## config.mk

```make
export PLATFORM = sky130hd
export DESIGN_NAME = dac_top
export DESIGN_NICKNAME = d
export VERILOG_FILES = /design/src/core/dac_pkg.sv /design/src/core/dac_top.sv /design/src/core/dac_sync.sv /design/src/core/dac_serial_port.sv
export SDC_FILE = /design/constraint.sdc
export NUM_CORES = 1
export LEC_CHECK = 0
export ABC_AREA = 0
export BUFFER_PORTS_ARGS = -buffer_cell sky130_fd_sc_hd__buf_2
export CAP_MARGIN = 20
export CORE_AREA = 4 4 154 156
export CTS_CLUSTER_SIZE = 24
export DETAILED_ROUTE_END_ITERATION = 6
export DIE_AREA = 0 0 158 160
export PLACE_DENSITY = 0.84
export SETUP_SLACK_MARGIN = 0.2
export SLEW_MARGIN = 20
export SYNTH_ARGS = -nofsm -noshare
export SYNTH_HDL_FRONTEND = slang
export SYNTH_SLANG_ARGS = --single-unit
```

## constraint.sdc

```tcl
create_clock -name CLOCK -period 4.7 [get_ports CLOCK]
set_input_delay 0.235 -clock CLOCK [delete_from_list [all_inputs] [get_ports CLOCK]]
set_output_delay 0.235 -clock CLOCK [all_outputs]
set_load 0.01 [all_outputs]
```

## src/core/dac_pkg.sv

```systemverilog
// Purpose: shared constants and carrier types for the dual converter digital side
// Assumes: CLOCK at 100 MHz; encode and serial clock arrive asynchronously
// Notes: mode register map is a small local layout
package dac_pkg;

	localparam int DAC_WIDTH        = 16;
	localparam int DAC_REG_ADDR_W   = 3;
	localparam int DAC_REG_COUNT    = 8;
	localparam int DAC_FRAME_BITS   = 16;
	localparam int DAC_ADDR_MSB_POS = 15;
	localparam int DAC_PIPE_DEPTH   = 6;
	localparam int DAC_PHASE_W      = 2;

	// mode register indices
	localparam logic [2:0] DAC_REG_RESET  = 3'h0;
	localparam logic [2:0] DAC_REG_POWER  = 3'h1;
	localparam logic [2:0] DAC_REG_TIMING = 3'h2;
	localparam logic [2:0] DAC_REG_OUTPUT = 3'h3;
	localparam logic [2:0] DAC_REG_FORMAT = 3'h4;

	// field positions
	localparam int DAC_PWR_LSB      = 0;
	localparam int DAC_DCS_BIT      = 0;
	localparam int DAC_PHASE_LSB    = 1;
	localparam int DAC_OUTMODE_LSB  = 0;
	localparam int DAC_TWOS_BIT     = 0;
	localparam int DAC_RESET_BIT    = 7;

	// output mode codes
	localparam logic [1:0] DAC_OUT_FULL_CMOS = 2'h0;
	localparam logic [1:0] DAC_OUT_DDR_CMOS  = 2'h1;
	localparam logic [1:0] DAC_OUT_DDR_LVDS  = 2'h2;

	localparam logic [7:0] DAC_REG_RESET_VAL = 8'h00;

	typedef struct packed {
		logic [DAC_WIDTH-1:0] ch1;
		logic [DAC_WIDTH-1:0] ch2;
		logic                 ch1_range;
		logic                 ch2_range;
	} dac_sample_t;

	typedef struct packed {
		logic       dcs_on;
		logic [1:0] out_mode;
		logic [1:0] power_down;
		logic [1:0] clk_phase;
		logic       twos_comp;
	} dac_mode_t;

endpackage

```

## src/core/dac_top.sv

```systemverilog
// Purpose: digital side of a dual simultaneous-sampling converter
// Assumes: samples arrive from the analog core as a dac_sample_t each encode
// Notes: output clock is rebuilt on CLOCK; phase delay counts CLOCK cycles
// Function
// serial bits shift into mode registers only while chip select is low
// serial input is sampled on each rising serial clock edge
// readback bits shift out on SDO, valid at falling serial clock edges
// SDO is open drain: drives low only, releases for high
// parallel strap turns the four serial pins into static mode inputs
// system ties the programming strap to a fixed level
// conversion of both channels starts on rising true encode edge
// data changes at falling output clock; complement is exact inverse
// output clock phase is delayable by a mode register setting
// per-channel range flag high for out-of-range samples
// two's complement coding selectable instead of offset binary
// each channel is a 16-bit word, top bit the MSB, once per encode
module dac_top
	import dac_pkg::*;
#(
	parameter int PIPE_DEPTH = DAC_PIPE_DEPTH
) (
	// clock and control
	input  wire logic                 CLOCK,
	input  wire logic                 RESET,
	input  wire logic                 CLOCK_EN,
	// strap and encode
	input  wire logic                 PROGRAMMING_SELECT_STRAP,
	input  wire logic                 ENCODE_IN_TRUE,
	input  wire logic                 ENCODE_IN_COMPLEMENT,
	// serial port pins
	input  wire logic                 CS_N,
	input  wire logic                 SCK,
	input  wire logic                 SDI,
	input  wire logic                 SDO_IN,
	output logic                      SDO_OUT,
	output logic                      SDO_OE_N,
	// converter core
	input  dac_sample_t               CORE_SAMPLE,
	output logic                      CONVERT_START,
	// mode outputs to analog
	output logic                      DUTY_STABILIZER_ON,
	output logic [1:0]                POWER_DOWN,
	output logic [1:0]                OUTPUT_MODE,
	// output bus
	output logic [DAC_WIDTH-1:0]      CH1_SAMPLE_BUS,
	output logic [DAC_WIDTH-1:0]      CH2_SAMPLE_BUS,
	output logic                      CH1_RANGE_FLAG,
	output logic                      CH2_RANGE_FLAG,
	output logic                      DATA_OUTPUT_CLOCK_TRUE,
	output logic                      DATA_OUTPUT_CLOCK_COMPLEMENT
);

	// the pipeline needs at least one stage; very deep pipelines are not served
	// because every stage is a full sample word of flops
	if (PIPE_DEPTH < 1 || PIPE_DEPTH > 16) begin : g_depth_check
		$error("PIPE_DEPTH out of range");
	end

	function automatic logic [DAC_WIDTH-1:0] recode(input logic [DAC_WIDTH-1:0] w,
		input logic twos);
		recode = twos ? {~w[DAC_WIDTH-1], w[DAC_WIDTH-2:0]} : w;
	endfunction

	// synchronised pins: strap, encode pair, cs, sck, sdi
	logic [5:0] pin_lvl, pin_rise, pin_fall;

	dac_sync #(.WIDTH(6)) u_sync (
		.clk      (CLOCK),
		.rst      (RESET),
		.ce       (CLOCK_EN),
		.async_in ({PROGRAMMING_SELECT_STRAP, ENCODE_IN_TRUE, ENCODE_IN_COMPLEMENT,
			CS_N, SCK, SDI}),
		.level    (pin_lvl),
		.rise     (pin_rise),
		.fall     (pin_fall)
	);

	logic sdo_meta_reg, sdo_sync_reg, sdo_meta_next, sdo_sync_next;

	logic strap_par, enc_true, enc_comp_fall, enc_true_rise;
	assign strap_par     = pin_lvl[5];
	assign enc_true      = pin_lvl[4];
	assign enc_true_rise = pin_rise[4];
	assign enc_comp_fall = pin_fall[3];

	logic [7:0] regs [DAC_REG_COUNT];
	logic       sdo_low;

	// strap only matters as a level; the system keeps it static
	dac_serial_port u_spi (
		.clk      (CLOCK),
		.rst      (RESET),
		.ce       (CLOCK_EN),
		.enable   (~strap_par),
		.cs_n     (pin_lvl[2]),
		.sck_rise (pin_rise[1]),
		.sck_fall (pin_fall[1]),
		.sdi      (pin_lvl[0]),
		.regs     (regs),
		.sdo_low  (sdo_low)
	);

	dac_mode_t mode;

	always_comb begin
		mode = '0;
		if (strap_par) begin
			mode.dcs_on     = pin_lvl[2];
			mode.out_mode   = pin_lvl[1] ? DAC_OUT_DDR_CMOS : DAC_OUT_FULL_CMOS;
			mode.power_down = {pin_lvl[0], sdo_sync_reg};
		end else begin
			mode.dcs_on     = regs[DAC_REG_TIMING][DAC_DCS_BIT];
			mode.clk_phase  = regs[DAC_REG_TIMING][DAC_PHASE_LSB +: DAC_PHASE_W];
			mode.out_mode   = regs[DAC_REG_OUTPUT][DAC_OUTMODE_LSB +: 2];
			mode.power_down = regs[DAC_REG_POWER][DAC_PWR_LSB +: 2];
			mode.twos_comp  = regs[DAC_REG_FORMAT][DAC_TWOS_BIT];
		end
	end

	// encode edge: the true rising edge, or a complement falling edge while the true pin is low
	logic enc_edge;
	assign enc_edge = enc_true_rise | (enc_comp_fall & ~enc_true);

	// latency pipeline: each encode edge shifts one sample in and one out;
	// a stalled encode simply holds the bus, there is no timeout
	dac_sample_t          pipe_reg [PIPE_DEPTH];
	dac_sample_t          pipe_next [PIPE_DEPTH];
	logic [DAC_WIDTH-1:0] ch1_reg, ch1_next;
	logic [DAC_WIDTH-1:0] ch2_reg, ch2_next;
	logic                 of1_reg, of1_next;
	logic                 of2_reg, of2_next;
	logic                 start_reg, start_next;

	always_comb begin
		pipe_next  = pipe_reg;
		ch1_next   = ch1_reg;
		ch2_next   = ch2_reg;
		of1_next   = of1_reg;
		of2_next   = of2_reg;
		start_next = start_reg;
		if (CLOCK_EN) begin
			start_next = enc_edge;
			if (enc_edge) begin
				pipe_next[0] = CORE_SAMPLE;
				for (int i = 1; i < PIPE_DEPTH; i++) begin
					pipe_next[i] = pipe_reg[i-1];
				end
				// coding is applied on the way out, so a format change needs no flush
				ch1_next = recode(pipe_reg[PIPE_DEPTH-1].ch1, mode.twos_comp);
				ch2_next = recode(pipe_reg[PIPE_DEPTH-1].ch2, mode.twos_comp);
				of1_next = pipe_reg[PIPE_DEPTH-1].ch1_range;
				of2_next = pipe_reg[PIPE_DEPTH-1].ch2_range;
			end
		end
	end

	// clearing the pipeline keeps the first outputs after reset at zero
	always_ff @(posedge CLOCK) begin
		if (RESET) begin
			for (int i = 0; i < PIPE_DEPTH; i++) begin
				pipe_reg[i] <= '0;
			end
			ch1_reg   <= '0;
			ch2_reg   <= '0;
			of1_reg   <= 1'b0;
			of2_reg   <= 1'b0;
			start_reg <= 1'b0;
		end else begin
			pipe_reg  <= pipe_next;
			ch1_reg   <= ch1_next;
			ch2_reg   <= ch2_next;
			of1_reg   <= of1_next;
			of2_reg   <= of2_next;
			start_reg <= start_next;
		end
	end

	// forwarded clock: a base level that inverts the encode pin, then a tap of a
	// short delay line picked by the phase setting; taps move whole edges, so the
	// clock keeps its duty cycle at every phase
	localparam int LINE_W = (1 << DAC_PHASE_W) - 2;

	logic              clk_hi_reg, clk_hi_next;
	logic [LINE_W-1:0] line_reg, line_next;
	logic [LINE_W+1:0] taps;
	logic              clk_out_reg, clk_out_next;
	logic              clk_n_reg, clk_n_next;

	always_comb begin
		clk_hi_next  = clk_hi_reg;
		line_next    = line_reg;
		taps         = '0;
		clk_out_next = clk_out_reg;
		clk_n_next   = clk_n_reg;
		if (CLOCK_EN) begin
			if (enc_edge) begin
				clk_hi_next = 1'b0;
			end else if (pin_fall[4]) begin
				clk_hi_next = 1'b1;
			end
			// tap zero is the undelayed level, so at phase zero the fall meets the data;
			// line stage k holds the base level k+2 cycles old
			taps         = {line_reg, clk_hi_reg, clk_hi_next};
			line_next    = LINE_W'({line_reg, clk_hi_reg});
			clk_out_next = taps[mode.clk_phase];
			// the complement has its own flop so both pins come straight from registers
			clk_n_next   = ~taps[mode.clk_phase];
		end
	end

	// the pair resets to low and high, already inverse
	always_ff @(posedge CLOCK) begin
		if (RESET) begin
			clk_hi_reg  <= 1'b0;
			line_reg    <= '0;
			clk_out_reg <= 1'b0;
			clk_n_reg   <= 1'b1;
		end else begin
			clk_hi_reg  <= clk_hi_next;
			line_reg    <= line_next;
			clk_out_reg <= clk_out_next;
			clk_n_reg   <= clk_n_next;
		end
	end

	// serial data pin: drives low only, and its input view is synchronised for
	// the parallel power-down control
	logic sdo_out_reg, sdo_out_next;
	logic sdo_oe_reg, sdo_oe_next;

	always_comb begin
		sdo_meta_next = sdo_meta_reg;
		sdo_sync_next = sdo_sync_reg;
		sdo_out_next  = sdo_out_reg;
		sdo_oe_next   = sdo_oe_reg;
		if (CLOCK_EN) begin
			sdo_meta_next = SDO_IN;
			sdo_sync_next = sdo_meta_reg;
			// the pin only ever pulls low; the pull-up makes the ones
			sdo_out_next  = 1'b0;
			sdo_oe_next   = ~(sdo_low & ~strap_par);
		end
	end

	// the synchroniser resets to the pulled-up level, with the pin released
	always_ff @(posedge CLOCK) begin
		if (RESET) begin
			sdo_meta_reg <= 1'b1;
			sdo_sync_reg <= 1'b1;
			sdo_out_reg  <= 1'b0;
			sdo_oe_reg   <= 1'b1;
		end else begin
			sdo_meta_reg <= sdo_meta_next;
			sdo_sync_reg <= sdo_sync_next;
			sdo_out_reg  <= sdo_out_next;
			sdo_oe_reg   <= sdo_oe_next;
		end
	end

	// mode levels follow the strap or the registers each cycle; a low clock
	// enable holds the last levels
	logic       dcs_reg, dcs_next;
	logic [1:0] pd_reg, pd_next;
	logic [1:0] om_reg, om_next;

	always_comb begin
		dcs_next = dcs_reg;
		pd_next  = pd_reg;
		om_next  = om_reg;
		if (CLOCK_EN) begin
			dcs_next = mode.dcs_on;
			pd_next  = mode.power_down;
			om_next  = mode.out_mode;
		end
	end

	always_ff @(posedge CLOCK) begin
		if (RESET) begin
			dcs_reg <= 1'b0;
			pd_reg  <= '0;
			om_reg  <= DAC_OUT_FULL_CMOS;
		end else begin
			dcs_reg <= dcs_next;
			pd_reg  <= pd_next;
			om_reg  <= om_next;
		end
	end

	assign CH1_SAMPLE_BUS               = ch1_reg;
	assign CH2_SAMPLE_BUS               = ch2_reg;
	assign CH1_RANGE_FLAG               = of1_reg;
	assign CH2_RANGE_FLAG               = of2_reg;
	assign DATA_OUTPUT_CLOCK_TRUE       = clk_out_reg;
	assign DATA_OUTPUT_CLOCK_COMPLEMENT = clk_n_reg;
	assign CONVERT_START                = start_reg;
	assign SDO_OUT                      = sdo_out_reg;
	assign SDO_OE_N                     = sdo_oe_reg;
	assign DUTY_STABILIZER_ON           = dcs_reg;
	assign POWER_DOWN                   = pd_reg;
	assign OUTPUT_MODE                  = om_reg;

endmodule

```

## src/core/dac_sync.sv

```systemverilog
// Purpose: two-flop synchroniser with edge outputs for asynchronous pins
// Assumes: the first stage feeds only the second
// Notes: edges derive from the second and third stages
module dac_sync
	import dac_pkg::*;
#(
	parameter int WIDTH = 1
) (
	// clock and control
	input  wire logic             clk,
	input  wire logic             rst,
	input  wire logic             ce,
	// pins
	input  wire logic [WIDTH-1:0] async_in,
	// synchronised view
	output logic      [WIDTH-1:0] level,
	output logic      [WIDTH-1:0] rise,
	output logic      [WIDTH-1:0] fall
);

	logic [WIDTH-1:0] meta_reg, sync_reg, prev_reg;
	logic [WIDTH-1:0] meta_next, sync_next, prev_next;

	always_comb begin
		meta_next = meta_reg;
		sync_next = sync_reg;
		prev_next = prev_reg;
		if (ce) begin
			meta_next = async_in;
			sync_next = meta_reg;
			prev_next = sync_reg;
		end
	end

	always_ff @(posedge clk) begin
		if (rst) begin
			meta_reg <= '0;
			sync_reg <= '0;
			prev_reg <= '0;
		end else begin
			meta_reg <= meta_next;
			sync_reg <= sync_next;
			prev_reg <= prev_next;
		end
	end

	assign level = sync_reg;
	assign rise  = sync_reg & ~prev_reg;
	assign fall  = ~sync_reg & prev_reg;

endmodule

```

## src/core/dac_serial_port.sv

```systemverilog
// Purpose: serial mode control port, sixteen-bit frames of r/w, address, data
// Assumes: inputs already synchronised; frame bit 15 is read flag
// Notes: readback shifts out on serial clock falling edges
module dac_serial_port
	import dac_pkg::*;
(
	// clock and control
	input  wire logic       clk,
	input  wire logic       rst,
	input  wire logic       ce,
	input  wire logic       enable,
	// synchronised serial pins
	input  wire logic       cs_n,
	input  wire logic       sck_rise,
	input  wire logic       sck_fall,
	input  wire logic       sdi,
	// register view
	output logic      [7:0] regs [DAC_REG_COUNT],
	output logic            sdo_low
);

	logic [DAC_FRAME_BITS-1:0] shift_reg, shift_next;
	logic [4:0]                count_reg, count_next;
	logic [7:0]                out_reg, out_next;
	logic                      rd_reg, rd_next;
	logic                      low_reg, low_next;
	logic [7:0]                regs_reg [DAC_REG_COUNT];
	logic [7:0]                regs_next [DAC_REG_COUNT];
	logic [DAC_REG_ADDR_W-1:0] addr;

	// write address: frame bits 10:8 sit one place down while the last bit is on the pin
	assign addr = shift_reg[DAC_FRAME_BITS-7:DAC_FRAME_BITS-9];

	always_comb begin
		shift_next = shift_reg;
		count_next = count_reg;
		out_next   = out_reg;
		rd_next    = rd_reg;
		low_next   = low_reg;
		regs_next  = regs_reg;
		if (ce) begin
			if (!enable || cs_n) begin
				count_next = '0;
				low_next   = 1'b0;
			end else begin
				if (sck_rise && count_reg < 5'(DAC_FRAME_BITS)) begin
					shift_next = {shift_reg[DAC_FRAME_BITS-2:0], sdi};
					count_next = count_reg + 5'h1;
					if (count_reg == 5'h7) begin
						rd_next  = shift_reg[6];
						out_next = regs_reg[{shift_reg[DAC_REG_ADDR_W-2:0], sdi}];
					end
					if (count_reg == 5'(DAC_FRAME_BITS - 1) && !rd_reg) begin
						regs_next[addr] = {shift_reg[6:0], sdi};
						if (addr == DAC_REG_RESET && shift_reg[6])
							regs_next = '{default: DAC_REG_RESET_VAL};
					end
				end
				if (sck_fall && rd_reg && count_reg >= 5'h8
					&& count_reg < 5'(DAC_FRAME_BITS)) begin
					low_next = ~out_reg[7];
					out_next = {out_reg[6:0], 1'b0};
				end
			end
		end
	end

	always_ff @(posedge clk) begin
		if (rst) begin
			shift_reg <= '0;
			count_reg <= '0;
			out_reg   <= '0;
			rd_reg    <= 1'b0;
			low_reg   <= 1'b0;
			regs_reg  <= '{default: DAC_REG_RESET_VAL};
		end else begin
			shift_reg <= shift_next;
			count_reg <= count_next;
			out_reg   <= out_next;
			rd_reg    <= rd_next;
			low_reg   <= low_next;
			regs_reg  <= regs_next;
		end
	end

	assign regs    = regs_reg;
	assign sdo_low = low_reg;

endmodule

```

==> results.yml, run 1 <==
die:
  die_w_um: 158
  die_y_um: 160
  io-pin-count: 88
  coreArea_mm2: 0.0224
  initial_utilization_pct: 58.8
  rows: 55
  fp.dieArea_mm2: 0.0253
synth:
  synth_edf_count: 0
  netlist.area_leader.share_pct: 54.2
  avgSynthCellArea_um2: 8.31
  ys_async_sr_fraction_pct: 0
  synth_area_leader_cell: "dfxtp_1"
  synth-seq-cells: 356
  ys.flop_type: "dfxtp_1"
  synth_top_cells_by_count: "nand2_1, dfxtp_1, a21oi_1, clkbuf_1, mux2i_1"
  yosysSeqAreaShare_pct: 54.2
  mappedNetlistNets: 1629
  yosysMostFrequentCell: "nand2_1"
  yosysUniqueCellTypes: 54
  synth_cells: 1583
  syn-cell-area_mm2: 0.0132
  synth_top_cells_by_area: "dfxtp_1, nand2_1, a21oi_1"
  yosysWarnings: 0
grt:
  grt_pass1_vias: 9982
  antenna_found_initial: 0
  grt_max_degree: 238
  grt_pass1_wl_mm: 48.3
  grtUsageTotal_pct: 22.6
  gr-total-overflow: 0
cells_and_area:
  design_area_mm2: 0.0152
  n_antenna_cell: 0
  area_delta_synth_final_pct: 15.6
  drive_gt1_share_pct: 10.1
  largest_reg_flops: 204
  utilization_pct: 68.0
  fillerInstances: 1706
  nets: 1683
  stdcell_count: 1948
routing:
  wirelength_mm: 29.3
  via_count: 10835
  remaining_drc_errors: 0
  drt_first_pass_iters: 6
  via_per_inst: 5.56
  drtIter0Drc: 1057
  routedWlPerCell_um: 15.1
  antenna_left: 0
timing:
  tightest_slew_ps: 1120
  period_needed_ps: 2780
  holdWs_ps: 183
  timing.final.ws_setup_ps: 1920
  report.final.slew_viol_count: 0
  clock_skew_ps: 19.2
  hold_viol_final: 0
  tns_ps: 0
  setup_viol: 0
  max_slew_margin_pct: 25.6
  post-route-period-util_pct: 59.2
  max_freq_mhz: 359
  grt_setup_unrepaired: "false"
power_and_ir_drop:
  switching_power_mw: 1.31
  combPwrFrac_pct: 3.2
  leakage_nw: 5.22
  switching_share_pct: 21.5
  vdd_ir_drop_max_mv: 0.305
  p_int_mw: 4.79
  finalPower_mw: 6.10
  p_clk_share_pct: 46.8
  power_frac_seq_pct: 50.0
  p_per_area_mw_per_mm2: 401
min_path:
  worstHoldPathCells: 2
  min_path_type: "in -> reg"
setup_path:
  crit_family: "compound AO/OA/AOI/OAI gates"
  path_max_fanout: 84
  cp.depth: 5
  endpoint: "pipe_reg[87]$_SDFFE_PP0P_"
  cp_num_buf_inv: 1
  critPathLaunchType: "flop"
  worstSetupPathType: "reg -> reg"
  max_stage_delay_ps: 790
  cp_cell_sequence: "nor3b_1, o21a_4, buf_4, nand2_1, a21oi_1"
  worst_path_max_delay_cell: "o21a_4"
  startpoint: "u_sync.level[4]$_SDFFE_PP0P_"
  end_kind: "flop"
  arrival_ps: 3210
  r2r_cells: 5
  r2r_end: "pipe_reg[87]$_SDFFE_PP0P_"
  r2r_slack_ps: 1920
  r2r_start: "u_sync.level[4]$_SDFFE_PP0P_"
  worstPathRequired_ps: 5130
cts:
  htree_levels: 2
  insertion_delay_ps: 530
  numCtsBuffers: 35
  cts_root_buf: "clkbuf_16"
  cts_resized: 0
  clk_pin_slew_worst_paths_ps: 60
  cts_buffer_depth: 3
  clock-sinks: 356
  cts_tree: "yes"
place:
  placed_cells: 1844
  placed_cell_area_mm2: 0.0136
  dp_hpwl_mm: 17.0
  dp_slack_ps: 1970
  port_buffers: 86
  gp_congestion: 0.917
outcome:
  status: "finished, final reports clean"
flow_run:
  maxCapViolCount: 0
cells by family (layout without fill, tap and decap cells):
family	count (synthesis)	count (layout)	synth area share, %
muxes	54	54	4.31
adders and majority gates	2	2	0.190
and+or+nand+nor	664	664	20.8
xor gates and xnor gates	2	2	0.133
other	1	1	0.0285
DFF	356	356	54.2
AOI/OAI and AO/OA	379	379	16.6
buffers and inverters	125	205	3.71
cell usage in the layout, fill, tap and decap left out, types with 3 or more instances in the layout:
cell           Yosys  final
nor2b_1           15     15
buf_2              6     85
nand2b_1          14     14
nand3_1           15     15
a22o_1            22     22
and3_1             4      4
clkbuf_8           0     12
dlygate4sd3_1      0     41
buf_4              1      8
mux2i_1           51     51
o21ai_0           24     23
nor3b_1            5      5
clkbuf_1         105      3
a21oi_1          266    266
nor3_1             9      9
nor2_1            44     44
a311oi_1           7      7
dfxtp_1          356    355
clkinv_2           0      7
a41oi_1            3      3
inv_1              6      6
nand3b_1           7      7
nand2_1          533    533
clkbuf_16          0     35
a22oi_1           23     23
a211oi_1           9      9
o2bb2ai_1          9      9
worst min-delay path by stage:
stage,from,to,slack (ps)
2_1_floorplan,SDO_IN,sdo_meta_reg$_SDFFE_PP1P_,360
4_1_cts,RESET,u_spi.regs[3]$_SDFFE_PP0P_,290
3_5_place_dp,pipe_reg[183]$_SDFFE_PP0P_,pipe_reg[149]$_SDFFE_PP0P_,440
3_3_place_gp,pipe_reg[72]$_SDFFE_PP0P_,pipe_reg[38]$_SDFFE_PP0P_,440
6_report,RESET,u_spi.regs[3]$_SDFFE_PP0P_,180
5_1_grt,RESET,u_spi.regs[4]$_SDFFE_PP0P_,330
cell type report:
class                      instances  area, um2  area share (%)
clock buffer                      50       1050            6.92
inverter                           6       22.5           0.148
sequential                       356       7130            46.9
multi-input combinational       1102       5560            36.6
tap                              285        357            2.35
timing repair buffer             136        931            6.12
clock inverter                    13        155            1.02
power groups by stage:
stage               clock (mW)  sequential, mW  combinational [mW]
floorplan                    0            3.11               0.122
global placement             0            3.11               0.165
CTS                       2.89            3.05               0.192
detailed placement           0            3.11               0.165
finish                    2.86            3.05               0.196
global route              3.03            3.05               0.214
per-layer routing:
metal / vias up / wire [um] / track usage [%]
li1: 5405 / - / -
met1: 5058 / 13200 / 32.1
met2: 327 / 13600 / 35.6
met3: 45 / 1940 / 4.44
met4: 0 / 533 / 5.97
met5: - / 0 / 0
repair_timing:
action                    4_1_cts  5_1_grt
hold endpoints to repair       41        0
buffers inserted                0        0
hold buffers                   41        0
Power figures use the tool's default switching activity.
==> run 2, diff against run 1 <==
--- a/config.mk
+++ b/config.mk
@@ -8,11 +8,11 @@
 export ABC_AREA = 0
 export BUFFER_PORTS_ARGS = -buffer_cell sky130_fd_sc_hd__buf_2
 export CAP_MARGIN = 20
-export CORE_AREA = 4 4 154 156
+export CORE_AREA = 4 4 162 164
 export CTS_CLUSTER_SIZE = 24
 export DETAILED_ROUTE_END_ITERATION = 6
-export DIE_AREA = 0 0 158 160
-export PLACE_DENSITY = 0.84
+export DIE_AREA = 0 0 166 168
+export PLACE_DENSITY = 0.8
 export SETUP_SLACK_MARGIN = 0.2
 export SLEW_MARGIN = 20
 export SYNTH_ARGS = -nofsm -noshare
==> constraint.sdc (replaced) <==
create_clock -name CLOCK -period 2.35 [get_ports CLOCK]
set_input_delay 0.1175 -clock CLOCK [delete_from_list [all_inputs] [get_ports CLOCK]]
set_output_delay 0.1175 -clock CLOCK [all_outputs]
set_load 0.01 [all_outputs]
==> run 2 against run 1 <==
Net effect:
- sequential cell count stayed put
- via count up 1.3%
- sequential power increased by 100%
- largest cell class unchanged
- highest routed layer unchanged
==> results.yml, run 2 (synthesis results as in run 1) <==
die:
  die_y_um: 168
  rows: 58
  coreArea_mm2: 0.0249
  fp.dieArea_mm2: 0.0279
  die_w_um: 166
  initial_utilization_pct: 52.8
  io-pin-count: 88
grt:
  grt_max_degree: 105
  antenna_found_initial: 0
  grt_pass1_wl_mm: 49.9
  grt_pass1_vias: 10060
  gr-total-overflow: 0
  grtUsageTotal_pct: 20.7
cts:
  clk_pin_slew_worst_paths_ps: 60
  htree_levels: 2
  clock-sinks: 356
  cts_tree: "yes"
  cts_buffer_depth: 3
  cts_root_buf: "clkbuf_16"
  insertion_delay_ps: 530
  numCtsBuffers: 36
routing:
  remaining_drc_errors: 0
  routedWlPerCell_um: 14.8
  via_per_inst: 5.42
  drt_first_pass_iters: 5
  antenna_left: 0
  wirelength_mm: 30.0
  via_count: 10977
  drtIter0Drc: 1129
timing:
  hold_viol_final: 0
  report.final.slew_viol_count: 0
  holdWs_ps: 68.2
  max_slew_margin_pct: 50.0
  max_freq_mhz: 491
  post-route-period-util_pct: 86.7
  setup_viol: 0
  grt_setup_unrepaired: "false"
  period_needed_ps: 2040
  tns_ps: 0
  clock_skew_ps: 22.4
  tightest_slew_ps: 747
setup_path:
  path_max_fanout: 5
  r2r_slack_ps: 310
  arrival_ps: 2490
  worstPathRequired_ps: 2810
  end_kind: "flop"
  worst_path_max_delay_cell: "or4_1"
  r2r_cells: 7
  max_stage_delay_ps: 500
  cp_cell_sequence: "ha_4, and3_1, ha_2, nand2b_4, or3_1, or4_1, a21oi_2"
  worstSetupPathType: "reg -> reg"
  startpoint: "u_spi.count_reg[0]$_SDFFE_PP0P_"
  r2r_end: "u_spi.regs[15]$_SDFFE_PP0P_"
  r2r_start: "u_spi.count_reg[0]$_SDFFE_PP0P_"
  endpoint: "u_spi.regs[15]$_SDFFE_PP0P_"
  critPathLaunchType: "flop"
power_and_ir_drop:
  leakage_nw: 5.45
  vdd_ir_drop_max_mv: 0.495
  p_per_area_mw_per_mm2: 799
place:
  dp_hpwl_mm: 18.1
  port_buffers: 86
  gp_congestion: 0.888
  placed_cells: 1914
min_path:
  worstHoldPathCells: 3
  min_path_type: "in -> reg"
cells_and_area:
  area_delta_synth_final_pct: 19.6
  nets: 1714
  largest_reg_flops: 204
  n_antenna_cell: 0
  drive_gt1_share_pct: 12.2
  fillerInstances: 2066
  layout_common_cells: "nand2_1, dfxtp_1, a21oi_1"
  final_common_cell: "nand2_1"
  stdcell_count: 2025
outcome:
  status: "finished, final reports clean"
flow_run:
  maxCapViolCount: 0
run 2: cell types whose count changed in the layout (fill, tap and decap cells not counted), moves of 2 or more:
cell	delta
clkbuf_8	-2
a21oi_1	-2
ha_1	-2
a21oi_2	+2
bufinv_16	+3
dfxtp_2	+2
buf_4	+17
nor3b_1	-2
buf_12	+8
nor3b_2	+2
dlygate4sd3_1	+4
clkbuf_1	+2
dfxtp_1	-2
clkinv_2	-2
run 2: timing repair:
item,in CTS,in global routing
pin swaps,1,0
gates resized for setup,5,8
setup endpoints to repair,21,35
endpoints found under the hold margin,67,0
cloned,1,0
buffers inserted,0,0
hold buffers,45,0
run 2: how the worst min path moves through the flow:
stage / start / end
after global routing: CLOCK_EN / OUTPUT_MODE[0]$_SDFFE_PP0P_
after floorplan: SDO_IN / sdo_meta_reg$_SDFFE_PP1P_
final: CLOCK_EN / OUTPUT_MODE[0]$_SDFFE_PP0P_
after CTS: CLOCK_EN / OUTPUT_MODE[0]$_SDFFE_PP0P_
after global placement: SDO_IN / sdo_meta_reg$_SDFFE_PP1P_
after detailed placement: SDO_IN / sdo_meta_reg$_SDFFE_PP1P_
run 2: final cells by class:
cell class | instances | area [um2] | share of cell area [%]
flip-flops and latches | 356 | 7130 | 45.3
repair buffers | 165 | 1260 | 8.00
clock inverters | 14 | 228 | 1.45
clock buffers | 51 | 1060 | 6.72
inverters | 6 | 22.5 | 0.143
multi-input cells | 1103 | 5620 | 35.7
well taps | 330 | 413 | 2.63
run 2: routing by layer:
metal  vias up  share of wire, %  GRT usage, %
met5         -                 0             0
li1       5483                 -             -
met1      5138                46          29.8
met3        45               6.1          3.90
met4         0               1.8          5.60
met2       311                46          32.2
run 2: power breakdown:
group	switching (mW)	internal (mW)	total, mW
clock	2.31	3.72	6.03
combinational	0.268	0.173	0.441
sequential	0.0264	6.07	6.10
total	2.61	9.96	12.6
run 2: critical path: cells and delay by family (launching register included):
family                   cells  cell delay [ps]
AND/OR/NAND/NOR              4             1090
flip-flops                   1              380
adder cells (fa/ha/maj)      2              360
AO/OA/AOI/OAI                1              140
run 2: stage by stage:
stage | worst slack (ps) | area, um2 | utilization [%] | total power, mW
after global placement | 247 | 13900 | 56.0 | 6.59
final | 312 | 15700 | 63.2 | 12.6
after detailed placement | 153 | 13900 | 56.0 | 6.60
after CTS | 210 | 15700 | 63.0 | 12.7
after floorplan | 377 | 13200 | - | 6.47
after global routing | 206 | 15700 | 63.2 | 13.0
==> run 3, diff against run 2 <==
--- a/config.mk
+++ b/config.mk
@@ -5,14 +5,14 @@
 export SDC_FILE = /design/constraint.sdc
 export NUM_CORES = 1
 export LEC_CHECK = 0
-export ABC_AREA = 0
+export ABC_AREA = 1
 export BUFFER_PORTS_ARGS = -buffer_cell sky130_fd_sc_hd__buf_2
 export CAP_MARGIN = 20
-export CORE_AREA = 4 4 162 164
+export CORE_AREA = 4 4 164 166
 export CTS_CLUSTER_SIZE = 24
 export DETAILED_ROUTE_END_ITERATION = 6
-export DIE_AREA = 0 0 166 168
-export PLACE_DENSITY = 0.8
+export DIE_AREA = 0 0 168 170
+export PLACE_DENSITY = 0.84
 export SETUP_SLACK_MARGIN = 0.2
 export SLEW_MARGIN = 20
 export SYNTH_ARGS = -nofsm -noshare
==> run 3 against run 2 <==
Net effect:
- core utilization decreased by 1.7 points
- clock skew down 0.64 ps
- via count rose by 5.1%
- first-iteration DRC count grew 8.6%
- power is 3.7% higher
- sequential share of layout area shrank 0.078 points
- cell count is 9.2% higher
- register-to-register slack better by 60 ps
- non-clock buffer count shrank 18
==> results.yml, run 3 <==
timing:
  max_freq_mhz: 506
  clock_skew_ps: 21.7
  tightest_slew_ps: 741
  report.final.slew_viol_count: 0
  tns_ps: 0
  hold_viol_final: 0
  max_slew_margin_pct: 50.6
  period_needed_ps: 1980
  setup_viol: 0
  post-route-period-util_pct: 84.1
  grt_setup_unrepaired: "false"
  holdWs_ps: 28.2
cells_and_area:
  largest_reg_flops: 204
  stdcell_count: 2212
  fillerInstances: 2099
  area_delta_synth_final_pct: 16.0
  nets: 1898
  design_area_mm2: 0.0157
  n_antenna_cell: 0
  layout_common_cells: "dfxtp_1, a21oi_1, o21ai_0"
  drive_gt1_share_pct: 9.75
  final_common_cell: "dfxtp_1"
power_and_ir_drop:
  switching_power_mw: 3.19
  finalPower_mw: 13.0
  leakage_nw: 5.99
  p_per_area_mw_per_mm2: 828
  p_clk_share_pct: 41.4
  power_frac_seq_pct: 50.4
  p_int_mw: 9.84
  switching_share_pct: 24.5
  vdd_ir_drop_max_mv: 0.674
  combPwrFrac_pct: 8.2
grt:
  grtUsageTotal_pct: 20.3
  grt_pass1_vias: 10611
  grt_pass1_wl_mm: 50.2
  antenna_found_initial: 0
  grt_max_degree: 159
  gr-total-overflow: 0
cts:
  numCtsBuffers: 36
  insertion_delay_ps: 530
  cts_tree: "yes"
  cts_root_buf: "clkbuf_16"
  clk_pin_slew_worst_paths_ps: 60
  htree_levels: 2
  cts_buffer_depth: 3
  clock-sinks: 356
setup_path:
  max_stage_delay_ps: 360
  cp_num_buf_inv: 1
  end_kind: "flop"
  path_max_fanout: 13
  worstSetupPathType: "reg -> reg"
  crit_family: "simple AND/OR/NAND/NOR gates"
  critPathLaunchType: "flop"
  arrival_ps: 2340
  r2r_end: "u_spi.regs[26]$_SDFFE_PP0P_"
  worstPathRequired_ps: 2720
  r2r_start: "u_spi.count_reg[0]$_SDFFE_PP0P_"
  r2r_slack_ps: 370
  cpMostUsedCell: "nand2_1"
  r2r_cells: 10
  worst_path_max_delay_cell: "dfxtp_1"
  cp_cell_sequence: "ha_1, nand2_1, nor2_1, ha_1, nand2_1, nor3_2, buf_6, nand2_2, nand2_1, a21oi_1"
routing:
  drt_first_pass_iters: 5
  routedWlPerCell_um: 13.5
  remaining_drc_errors: 0
  via_per_inst: 5.22
  via_count: 11539
  wirelength_mm: 29.9
  antenna_left: 0
  drtIter0Drc: 1226
place:
  placed_cell_area_mm2: 0.0142
  port_buffers: 86
  gp_congestion: 0.882
  dp_hpwl_mm: 18.7
  placed_cells: 2108
synth:
  yosysMostFrequentCell: "dfxtp_1"
  yosysWarnings: 0
  synth_cells: 1781
  ys.flop_type: "dfxtp_1"
  synth_top_cells_by_count: "dfxtp_1, a21oi_1, o21ai_0, inv_1, nand2_1"
  synth_area_leader_cell: "dfxtp_1"
  avgSynthCellArea_um2: 7.62
  synth_edf_count: 0
  netlist.area_leader.share_pct: 52.5
  mappedNetlistNets: 1827
  syn-cell-area_mm2: 0.0136
  synth-seq-cells: 356
  synth_top_cells_by_area: "dfxtp_1, a21oi_1, o21ai_0"
  ys_async_sr_fraction_pct: 0
  yosysSeqAreaShare_pct: 52.5
  yosysUniqueCellTypes: 29
die:
  coreArea_mm2: 0.0256
  die_y_um: 170
  initial_utilization_pct: 53.0
  io-pin-count: 88
  die_w_um: 168
  rows: 59
  fp.dieArea_mm2: 0.0286
flow_run:
  maxCapViolCount: 0
min_path:
  min_path_type: "in -> reg"
  hold_end: "sdo_sync_reg$_SDFFE_PP1P_"
  worstHoldPathCells: 3
  worstHoldStart: "CLOCK_EN"
outcome:
  status: "finished, final reports clean"
[run 3: cell types whose count changed after synthesis, sizes merged, moves of 9 or more]
cell / delta
a211oi: -9
a21oi: +80
a22o: -22
a22oi: -23
inv: +278
mux2i: -51
nand2: -322
nand2b: -14
nand3: +39
nor2: +44
nor2b: -15
o21ai: +278
o2bb2ai: -9
[run 3: worst reg2reg max path, cell delays in order, from the launching register on]
cell	delay, ps
dfxtp_1	360
ha_1	180
nand2_1	100
nor2_1	120
ha_1	240
nand2_1	110
nor3_2	200
buf_6	190
nand2_2	160
nand2_1	100
a21oi_1	70
[run 3: cell type report]
class,instances,area [um2],share of cell area [%]
clock inverters,10,91.3,0.580
clock buffers,53,1020,6.51
well taps,335,419,2.66
inverters,289,1090,6.92
repair buffers,147,1060,6.71
flip-flops and latches,356,7130,45.3
multi-input cells,1022,4940,31.3
[run 3: layer usage]
| metal | up-vias | GRT usage (%) | routed length [um] |
|---|---|---|---|
| met3 | 55 | 4.34 | 2240 |
| met2 | 378 | 31.6 | 13500 |
| met4 | 0 | 5.61 | 606 |
| met1 | 5207 | 28.9 | 13600 |
| met5 | - | 0 | 0 |
| li1 | 5899 | - | - |
[run 3: worst max-delay path by stage]
stage / from / to / depth (start not counted)
after global placement: u_spi.count_reg[0]$_SDFFE_PP0P_ / u_spi.regs[48]$_SDFFE_PP0P_ / 10
final: u_spi.count_reg[0]$_SDFFE_PP0P_ / u_spi.regs[26]$_SDFFE_PP0P_ / 10
after global routing: u_spi.count_reg[0]$_SDFFE_PP0P_ / u_spi.regs[28]$_SDFFE_PP0P_ / 10
after CTS: u_spi.count_reg[0]$_SDFFE_PP0P_ / u_spi.regs[48]$_SDFFE_PP0P_ / 10
after floorplan: u_spi.count_reg[0]$_SDFFE_PP0P_ / u_spi.regs[0]$_SDFFE_PP0P_ / 10
after detailed placement: u_spi.count_reg[0]$_SDFFE_PP0P_ / u_spi.regs[48]$_SDFFE_PP0P_ / 10
[run 3: repair_timing]
item / CTS / global route
hold buffers: 41 / 0
hold endpoints to repair: 41 / 0
endpoints found under the setup margin: 0 / 30
resized for setup: 0 / 5
setup buffers: 0 / 0
[run 3: power by group through the flow]
stage	Combinational [mW]	Clock [mW]	Sequential [mW]
floorplan	0.721	0	6.67
global placement	0.976	0	6.68
detailed placement	1.00	0	6.69
CTS	1.07	5.47	6.56
global route	1.23	5.73	6.60
finish	1.07	5.39	6.56
[run 3: logic make-up (layout without fill, tap and decap cells)]
| group | after synthesis | in the layout | synth area share, % |
|---|---|---|---|
| other | 1 | 1 | 0.0276 |
| buffers and inverters | 403 | 499 | 11.3 |
| adders and majority gates | 2 | 2 | 0.184 |
| xor gates and xnor gates | 2 | 2 | 0.129 |
| AOI/OAI and AO/OA | 653 | 653 | 24.2 |
| DFF | 356 | 356 | 52.5 |
| and+or+nand+nor | 364 | 364 | 11.7 |
[run 3: metrics by stage]
| stage | worst slack (ps) | util (%) |
|---|---|---|
| 2_1_floorplan | 558 | - |
| 3_3_place_gp | 374 | 55.4 |
| 3_5_place_dp | 280 | 55.4 |
| 4_1_cts | 234 | 61.4 |
| 5_1_grt | 201 | 61.5 |
| 6_report | 373 | 61.5 |
